<file path="src/adma_consts.vh">
// Purpose: constants for the four-channel audio DMA block
// Assumes: register index is the plain port address
// Notes: offsets of own choosing, see hand-over
`ifndef ADMA_CONSTS_VH
`define ADMA_CONSTS_VH
// Global registers
`define ADMA_ADDR_DMA_CONTROL 6'h00
`define ADMA_ADDR_ATTACH 6'h01
`define ADMA_ADDR_IRQ_STATUS 6'h02
// Per channel block: base 0x10 + 4*ch, words loc, len, per, vol
`define ADMA_ADDR_CH_BASE 6'h10
`define ADMA_CH_LOC 2'h0
`define ADMA_CH_LEN 2'h1
`define ADMA_CH_PER 2'h2
`define ADMA_CH_VOL 2'h3
// Field positions
`define ADMA_DMA_MASTER_BIT 9
`define ADMA_SETCLR_BIT 15
`define ADMA_VOL_ATTACH_LSB 0
`define ADMA_PER_ATTACH_LSB 4
`define ADMA_VOL_MSB 6
// Reset values
`define ADMA_RST_PERIOD 16'h01bf
`define ADMA_RST_VOLUME 7'h00
// Re-enable within this many samples may continue
`define ADMA_REENABLE_SAMPLES 2
`endif

</file>
<file path="src/adma_channel.v">
// Purpose: one audio DMA channel: back-up regs, fetch, period timer
// Assumes: memory returns word data in the cycle after fetch_o
// Notes: period/volume live here so modulation writes look like sw writes
`timescale 1ns/100ps
`include "adma_consts.vh"
module adma_channel (
    // Clock and reset
    input wire clock_i,
    input wire nrst_i,
    // Control
    input wire run_i,
    input wire slot_i,
    input wire [17:0] location_i,
    input wire [15:0] length_i,
    // Period and volume writes (software or modulator)
    input wire per_we_i,
    input wire [15:0] per_i,
    input wire vol_we_i,
    input wire [6:0] vol_i,
    // Memory side
    input wire [15:0] mem_data_i,
    output reg fetch_o,
    output reg [17:0] addr_o,
    // Status
    output reg block_start_o,
    output reg tick_o,
    output reg [15:0] word_o,
    output reg [15:0] period_o,
    output reg [6:0] volume_o
);
    reg [15:0] back_len;
    reg [15:0] per_cnt;
    reg loaded;
    reg pending;
    reg fetched;
    reg [1:0] idle_samples;

    // -----------------------------------------------------------
    // Period timer and sample word
    // -----------------------------------------------------------
    always @(posedge clock_i or negedge nrst_i) begin
        if (!nrst_i) begin
            period_o <= `ADMA_RST_PERIOD;
            volume_o <= `ADMA_RST_VOLUME;
            per_cnt <= 16'h0000;
            tick_o <= 1'b0;
            word_o <= 16'h0000;
            fetched <= 1'b0;
            pending <= 1'b0;
        end else begin
            tick_o <= 1'b0;
            if (per_we_i) begin
                period_o <= per_i;
            end
            if (vol_we_i) begin
                volume_o <= vol_i;
            end
            fetched <= fetch_o;
            if (fetched) begin
                pending <= 1'b1;
            end
            if (per_cnt == 16'h0000) begin
                per_cnt <= period_o;
                if (pending || fetched) begin
                    tick_o <= 1'b1;
                    word_o <= fetched ? mem_data_i : word_o;
                    pending <= 1'b0;
                end
            end else begin
                per_cnt <= per_cnt - 16'h0001;
            end
            if (fetched && per_cnt != 16'h0000) begin
                word_o <= mem_data_i;
            end
        end
    end

    // -----------------------------------------------------------
    // Back-up registers and fetch
    // -----------------------------------------------------------
    always @(posedge clock_i or negedge nrst_i) begin
        if (!nrst_i) begin
            back_len <= 16'h0000;
            addr_o <= 18'h00000;
            loaded <= 1'b0;
            block_start_o <= 1'b0;
            fetch_o <= 1'b0;
            idle_samples <= 2'h0;
        end else begin
            block_start_o <= 1'b0;
            fetch_o <= 1'b0;
            if (!run_i) begin
                // Short disable keeps position, longer one restarts
                if (tick_o || per_cnt == 16'h0000) begin
                    if (idle_samples != 2'h3) begin
                        idle_samples <= idle_samples + 2'h1;
                    end
                end
                if (idle_samples >= `ADMA_REENABLE_SAMPLES) begin
                    loaded <= 1'b0;
                end
            end else begin
                idle_samples <= 2'h0;
                if (!loaded) begin
                    addr_o <= location_i;
                    back_len <= length_i;
                    loaded <= 1'b1;
                    block_start_o <= 1'b1;
                end else if (fetch_o) begin
                    // Pointer moves only after the word left on it
                    if (back_len <= 16'h0001) begin
                        addr_o <= location_i;
                        back_len <= length_i;
                        block_start_o <= 1'b1;
                    end else begin
                        addr_o <= addr_o + 18'h00001;
                        back_len <= back_len - 16'h0001;
                    end
                end else if (slot_i && !pending && !fetched) begin
                    fetch_o <= 1'b1;
                end
            end
        end
    end
endmodule

</file>
<file path="src/adma_top.v">
// Purpose: four-channel audio DMA with attach modulation
// Assumes: one memory word per granted slot, data one cycle later
// Notes: sample output is the high byte of the held word; silenced channels output 0
`timescale 1ns/100ps
`include "adma_consts.vh"
module adma_top (
    // Clock and reset
    input wire clock_i,
    input wire nrst_i,
    // Register port
    input wire [5:0] reg_addr_i,
    input wire [15:0] reg_wdata_i,
    input wire reg_wr_i,
    input wire reg_rd_i,
    output reg [15:0] reg_rdata_o,
    // DMA slots and memory
    input wire [3:0] slot_i,
    input wire [15:0] mem_data_i,
    output reg [3:0] mem_req_o,
    output reg [71:0] mem_addr_o,
    // Channel events and output
    output reg [3:0] irq_o,
    output reg [31:0] sample_o,
    output reg [27:0] volume_o
);
    reg [15:0] dma_control;
    reg [7:0] audio_attach_control;
    reg [3:0] irq_status;
    reg [17:0] channel_location [0:3];
    reg [15:0] channel_length [0:3];
    reg [3:0] alt_period;
    reg [3:0] slot_m1;
    reg [3:0] slot_m2;

    wire [3:0] ch_fetch;
    wire [3:0] ch_start;
    wire [3:0] ch_tick;
    wire [71:0] ch_addr;
    wire [63:0] ch_word;
    wire [63:0] ch_period;
    wire [27:0] ch_volume;
    reg [3:0] mod_vol_we;
    reg [3:0] mod_per_we;
    reg [63:0] mod_word;
    reg [3:0] sw_per_we;
    reg [3:0] sw_vol_we;

    integer k;

    // Channel register write decode, used for several fields
    function ch_hit;
        input [5:0] addr;
        input [1:0] ch;
        input [1:0] field;
        begin
            ch_hit = (addr == (`ADMA_ADDR_CH_BASE | {2'h0, ch, field}));
        end
    endfunction

    // -----------------------------------------------------------
    // Slot strobes arrive from the arbiter pins
    // -----------------------------------------------------------
    always @(posedge clock_i or negedge nrst_i) begin
        if (!nrst_i) begin
            slot_m1 <= 4'h0;
            slot_m2 <= 4'h0;
        end else begin
            slot_m1 <= slot_i;
            slot_m2 <= slot_m1;
        end
    end

    // -----------------------------------------------------------
    // Software registers
    // -----------------------------------------------------------
    always @(posedge clock_i or negedge nrst_i) begin
        if (!nrst_i) begin
            dma_control <= 16'h0000;
            audio_attach_control <= 8'h00;
            for (k = 0; k < 4; k = k + 1) begin
                channel_location[k] <= 18'h00000;
                channel_length[k] <= 16'h0000;
            end
        end else if (reg_wr_i) begin
            if (reg_addr_i == `ADMA_ADDR_DMA_CONTROL) begin
                // Set/clear style write
                if (reg_wdata_i[`ADMA_SETCLR_BIT]) begin
                    dma_control <= dma_control | {1'b0, reg_wdata_i[14:0]};
                end else begin
                    dma_control <= dma_control
                                   & ~{1'b0, reg_wdata_i[14:0]};
                end
            end
            if (reg_addr_i == `ADMA_ADDR_ATTACH) begin
                audio_attach_control <= reg_wdata_i[7:0];
            end
            for (k = 0; k < 4; k = k + 1) begin
                // Only the live registers change; back-ups untouched
                if (ch_hit(reg_addr_i, k[1:0], `ADMA_CH_LOC)) begin
                    channel_location[k] <= {reg_wdata_i, 2'h0};
                end
                if (ch_hit(reg_addr_i, k[1:0], `ADMA_CH_LEN)) begin
                    channel_length[k] <= reg_wdata_i;
                end
            end
        end
    end

    always @* begin
        for (k = 0; k < 4; k = k + 1) begin
            sw_per_we[k] = reg_wr_i
                           && ch_hit(reg_addr_i, k[1:0], `ADMA_CH_PER);
            sw_vol_we[k] = reg_wr_i
                           && ch_hit(reg_addr_i, k[1:0], `ADMA_CH_VOL);
        end
    end

    // -----------------------------------------------------------
    // Block-start events, sticky; read of status clears, set wins
    // -----------------------------------------------------------
    always @(posedge clock_i or negedge nrst_i) begin
        if (!nrst_i) begin
            irq_status <= 4'h0;
            irq_o <= 4'h0;
        end else begin
            if (reg_rd_i && reg_addr_i == `ADMA_ADDR_IRQ_STATUS) begin
                irq_status <= ch_start;
            end else begin
                irq_status <= irq_status | ch_start;
            end
            irq_o <= ch_start;
        end
    end

    // -----------------------------------------------------------
    // Read port
    // -----------------------------------------------------------
    always @(posedge clock_i or negedge nrst_i) begin
        if (!nrst_i) begin
            reg_rdata_o <= 16'h0000;
        end else begin
            reg_rdata_o <= 16'h0000;
            if (reg_rd_i) begin
                case (reg_addr_i)
                    `ADMA_ADDR_DMA_CONTROL: reg_rdata_o <= dma_control;
                    `ADMA_ADDR_ATTACH: begin
                        reg_rdata_o <= {8'h00, audio_attach_control};
                    end
                    `ADMA_ADDR_IRQ_STATUS: begin
                        reg_rdata_o <= {12'h000, irq_status};
                    end
                    default: begin
                        for (k = 0; k < 4; k = k + 1) begin
                            if (ch_hit(reg_addr_i, k[1:0], `ADMA_CH_LOC))
                                reg_rdata_o <= channel_location[k][17:2];
                            if (ch_hit(reg_addr_i, k[1:0], `ADMA_CH_LEN))
                                reg_rdata_o <= channel_length[k];
                            if (ch_hit(reg_addr_i, k[1:0], `ADMA_CH_PER))
                                reg_rdata_o <= ch_period[k*16 +: 16];
                            if (ch_hit(reg_addr_i, k[1:0], `ADMA_CH_VOL))
                                reg_rdata_o <= {9'h000,
                                                ch_volume[k*7 +: 7]};
                        end
                    end
                endcase
            end
        end
    end

    // -----------------------------------------------------------
    // Modulation routing: channel n feeds channel n+1
    // -----------------------------------------------------------
    always @(posedge clock_i or negedge nrst_i) begin
        if (!nrst_i) begin
            alt_period <= 4'h0;
        end else begin
            for (k = 0; k < 4; k = k + 1) begin
                if (!(audio_attach_control[k]
                      && audio_attach_control[k+4])) begin
                    alt_period[k] <= 1'b0;
                end else if (ch_tick[k]) begin
                    alt_period[k] <= ~alt_period[k];
                end
            end
        end
    end

    always @* begin
        mod_vol_we = 4'h0;
        mod_per_we = 4'h0;
        mod_word = 64'h0;
        // Channel 3 has no target, so k stops at 2
        for (k = 0; k < 3; k = k + 1) begin
            mod_word[(k+1)*16 +: 16] = ch_word[k*16 +: 16];
            if (ch_tick[k]) begin
                if (audio_attach_control[k] && audio_attach_control[k+4])
                begin
                    mod_vol_we[k+1] = !alt_period[k];
                    mod_per_we[k+1] = alt_period[k];
                end else begin
                    mod_vol_we[k+1] = audio_attach_control[k];
                    mod_per_we[k+1] = audio_attach_control[k+4];
                end
            end
        end
    end

    // -----------------------------------------------------------
    // Channels, one instance each; channel n can modulate channel n+1
    // -----------------------------------------------------------
    genvar g;
    generate
        for (g = 0; g < 4; g = g + 1) begin : gen_ch
            adma_channel u_ch (
                .clock_i(clock_i),
                .nrst_i(nrst_i),
                .run_i(dma_control[`ADMA_DMA_MASTER_BIT]
                       && dma_control[g]),
                .slot_i(slot_m2[g]),
                .location_i(channel_location[g]),
                .length_i(channel_length[g]),
                .per_we_i(sw_per_we[g] || mod_per_we[g]),
                .per_i(mod_per_we[g] ? mod_word[g*16 +: 16]
                       : reg_wdata_i),
                .vol_we_i(sw_vol_we[g] || mod_vol_we[g]),
                .vol_i(mod_vol_we[g]
                       ? mod_word[g*16 +: `ADMA_VOL_MSB + 1]
                       : reg_wdata_i[`ADMA_VOL_MSB:0]),
                .mem_data_i(mem_data_i),
                .fetch_o(ch_fetch[g]),
                .addr_o(ch_addr[g*18 +: 18]),
                .block_start_o(ch_start[g]),
                .tick_o(ch_tick[g]),
                .word_o(ch_word[g*16 +: 16]),
                .period_o(ch_period[g*16 +: 16]),
                .volume_o(ch_volume[g*7 +: 7])
            );
        end
    endgenerate

    // -----------------------------------------------------------
    // Registered outputs
    // -----------------------------------------------------------
    always @(posedge clock_i or negedge nrst_i) begin
        if (!nrst_i) begin
            mem_req_o <= 4'h0;
            mem_addr_o <= 72'h0;
            sample_o <= 32'h0;
            volume_o <= 28'h0;
        end else begin
            mem_req_o <= ch_fetch;
            mem_addr_o <= ch_addr;
            volume_o <= ch_volume;
            for (k = 0; k < 4; k = k + 1) begin
                if (audio_attach_control[k]
                    || audio_attach_control[k+4]) begin
                    sample_o[k*8 +: 8] <= 8'h00;
                end else if (ch_tick[k]) begin
                    // One byte per sample, high byte of the word
                    sample_o[k*8 +: 8] <= ch_word[k*16+8 +: 8];
                end
            end
        end
    end
endmodule
</file>
<file path="config.mk">
export PLATFORM = sky130hd
export DESIGN_NAME = adma_top
export DESIGN_NICKNAME = d
export VERILOG_FILES = /design/src/adma_channel.v /design/src/adma_top.v
export VERILOG_INCLUDE_DIRS = /design/src /design/src/src
export SDC_FILE = /design/constraint.sdc
export NUM_CORES = 1
export LEC_CHECK = 0
export ABC_AREA = 1
export ABC_CLOCK_PERIOD_IN_PS = 2000
export BUFFER_PORTS_ARGS = -buffer_cell sky130_fd_sc_hd__buf_2
export CORE_ASPECT_RATIO = 2
export CORE_MARGIN = 5
export CORE_UTILIZATION = 50
export CTS_BUF_LIST = sky130_fd_sc_hd__clkbuf_2 sky130_fd_sc_hd__clkbuf_4 sky130_fd_sc_hd__clkbuf_8
export CTS_CLUSTER_SIZE = 8
export DETAILED_ROUTE_END_ITERATION = 10
export PLACE_DENSITY = 0.73
export SETUP_SLACK_MARGIN = 0.1
export SLEW_MARGIN = 20
export SYNTH_ARGS = -nofsm -noshare
export SYNTH_HDL_FRONTEND = slang
export SYNTH_HIERARCHICAL = 1
export SYNTH_SLANG_ARGS = --single-unit
</file>
<file path="constraint.sdc">
create_clock -name clock_i -period 2 [get_ports clock_i]
set_clock_uncertainty 0.1 [all_clocks]
set_input_delay 0.4 -clock clock_i [delete_from_list [all_inputs] [get_ports clock_i]]
set_output_delay 0.4 -clock clock_i [all_outputs]
set_load 0.01 [all_outputs]
</file>
==> summary.md <==
| Metric | Value |
|---|---|
| Status | `finished clean` |
| Initial DRC Count | `2522` |
| FF-to-FF Start | `alt_period[1]` |
| First-pass GRT wire length | `180000 microns` |
| Post-layout util | `59.7%` |
| Pin count of the biggest net entering global routing | `101` |
| Max-slew headroom | `55.9%` |
| Gr busiest metal | `met2` |
| Worst skew pair latency | `810 ps` |
| Final antenna-violating net count | `0` |
| Worst-margin pin slew | `660 ps` |
| Grt met3 use | `5.62%` |
| Core Rows | `136` |
| CP cell instances | `buf_2` |
| Yosys warns | `6` |
| Final hold slack | `126 ps` |
| Leakage | `20.3 nW` |
| Hold depth | `2` |
| CTS buffer count | `103` |
| Max cap viols | `0` |
| WS Path Type | `reg2out` |
| Number of cells on the critical path | `1` |
| Dpl cells | `5404` |
| Final setup vio count | `0` |
| CTS tree | `yes` |
| Nets | `4749` |
| H-tree depth | `3` |
| Initial antenna violation count | `4` |
| Bufs and invs on worst path | `1` |
| Met2 usage | `55.4%` |
| DRC viols | `0` |
| Dpl hpwl | `91400 microns` |
| Worst setup endpoint | `reg_rdata_o[7]` |
| CP top delay family | `flip-flops` |
| PortBufs | `201` |
| Worst setup margin | `66.5 ps` |
| Tot Pwr | `0.0422 W` |
| CP max stage delay | `440 ps` |
| CP endpoint kind | `output port` |
| Max-slew violations | `0` |
| Total grt overflow | `0` |
| Chip height | `381 microns` |
| Drt pass-1 iters | `6` |
| CP Launch Point | `reg_rdata_o[7]` |
| Die Width | `195 microns` |
| Final Hold Viols | `0` |
| Layout cells sized above 1 | `19.3%` |
| Pre-CTS setup slack | `-359 ps` |
| Initial core utilization | `50.2%` |
| Worst Setup Start Kind | `register` |
| Max FO, Critical Path | `1` |
| Routability congestion estimate | `1.04` |
| Ports | `202` |
| FMAX | `517 MHz` |
| CTS root buf | `clkbuf_8` |
| Maximum VDD drop | `0.743 mV` |
| Syn Inst Count | `4235` |
| CTS sink count | `702` |
| Layout area overhead | `19.0%` |
| CP required | `1500 ps` |
| Final min period | `1930 ps` |
| Vias per cell | `5.44` |
| RSZ-0062 raised after global routing | `true` |
| R2r setup slk | `160 ps` |
| Non-filler cells, final | `5648` |
| Worst-path clk slew | `70 ps` |
| Syn Std Cell Area | `0.0344 sq mm` |
| Hold WC Path Type | `in2reg` |
| GR Util met1 | `34.7%` |
| R2R depth | `7` |
| Final wirelength | `121000 microns` |
| Avg WL per Cell | `21.3 microns` |
| Via count | `30726` |
| Final period util | `96.7%` |
| Die Area | `0.0745 sq mm` |
| Worst path arrival time | `1430 ps` |
| R2R Path End | `gen_ch[2].u_ch/period_o[15]` |
| Max Root-Sink Buffers | `3` |
| Overall routing resource usage | `31.8%` |
| Power Density | `1030 mW/mm^2` |
| Core Box Area | `0.0686 sq mm` |
| CP max-delay cell | `dfrtp_1` |
| Mapped Avg Cell Area | `8.12 sq um` |
| Vias in the first global route | `30421` |
-- what timing repair did --
item,4_1_cts,5_1_grt
buffers inserted,2,18
pin swaps,1,8
gates resized for setup,22,62
endpoints found under the setup margin,39,155
gates cloned,0,5
hold buffers,39,0
endpoints found under the hold margin,793,0
-- final cells by class --
| cell class | instances | area (sq um) |
|---|---|---|
| Multi-Input combinational cell | 2911 | 14500 |
| Sequential cell | 702 | 17600 |
| Tap cell | 897 | 1120 |
| Antenna cell | 6 | 15.0 |
| Clock inverter | 7 | 46.3 |
| Inverter | 473 | 1820 |
| Clock buffer | 167 | 1970 |
| Timing Repair Buffer | 485 | 3870 |
| Fill cell | 6092 | 27600 |
-- stage by stage --
stage / instance area [sq um] / setup TNS [ps]
2_1_floorplan: 34600 / -1450
3_3_place_gp: 38000 / -18400
3_5_place_dp: 38000 / -21010
4_1_cts: 40500 / 0
5_1_grt: 40900 / 0
6_report: 40900 / 0
-- placed cells by master, fill, tap and decap left out, drive strengths merged, types with 21 or more instances in the layout --
cell type    count
nand4           62
o21ai          408
or2             25
nand3          308
dfstp           32
xor2            38
a21oi          121
nand2         1279
inv            470
a31oi           24
mux2           118
clkbuf         168
dlygate4sd3     39
ha              27
xnor2           32
nor2           388
dfrtp          670
nor3            21
buf            445
-- flip-flops by register name, indices dropped and copies added (netlist names), 8 cells and up, named ones only --
register,cells
mem_addr_o,72
gen_ch.u_ch/idle_samples,8
audio_attach_control,8
gen_ch.u_ch/per_cnt,64
gen_ch.u_ch/period_o,64
sample_o,32
channel_location,64
gen_ch.u_ch/addr_o,72
channel_length,64
volume_o,28
gen_ch.u_ch/volume_o,28
gen_ch.u_ch/back_len,64
gen_ch.u_ch/word_o,56
reg_rdata_o,16
-- worst min path at each step --
stage	slack, ps	start	to
after floorplan	4	nrst_i	asynchronous set/reset pin
after global placement	180	nrst_i	slot_m1[1]
after detailed placement	190	nrst_i	slot_m1[1]
after CTS	80	slot_i[2]	slot_m1[2]
after global routing	130	slot_i[2]	slot_m1[2]
final	130	slot_i[2]	slot_m1[2]
-- power breakdown --
group / leakage, nW / switching (W) / internal [W]
Sequential: 8.90 / 0.00236 / 0.0163
Clock: 1.08 / 0.00561 / 0.00614
Combinational: 10.3 / 0.00743 / 0.00438
Total: 20.3 / 0.0154 / 0.0268
-- per-layer routing --
layer	up-vias	wire length [microns]
met5	-	11
li1	14442	-
met1	14736	42300
met3	364	7150
met2	1182	61100
met4	2	10000
Power figures use the tool's default switching activity.
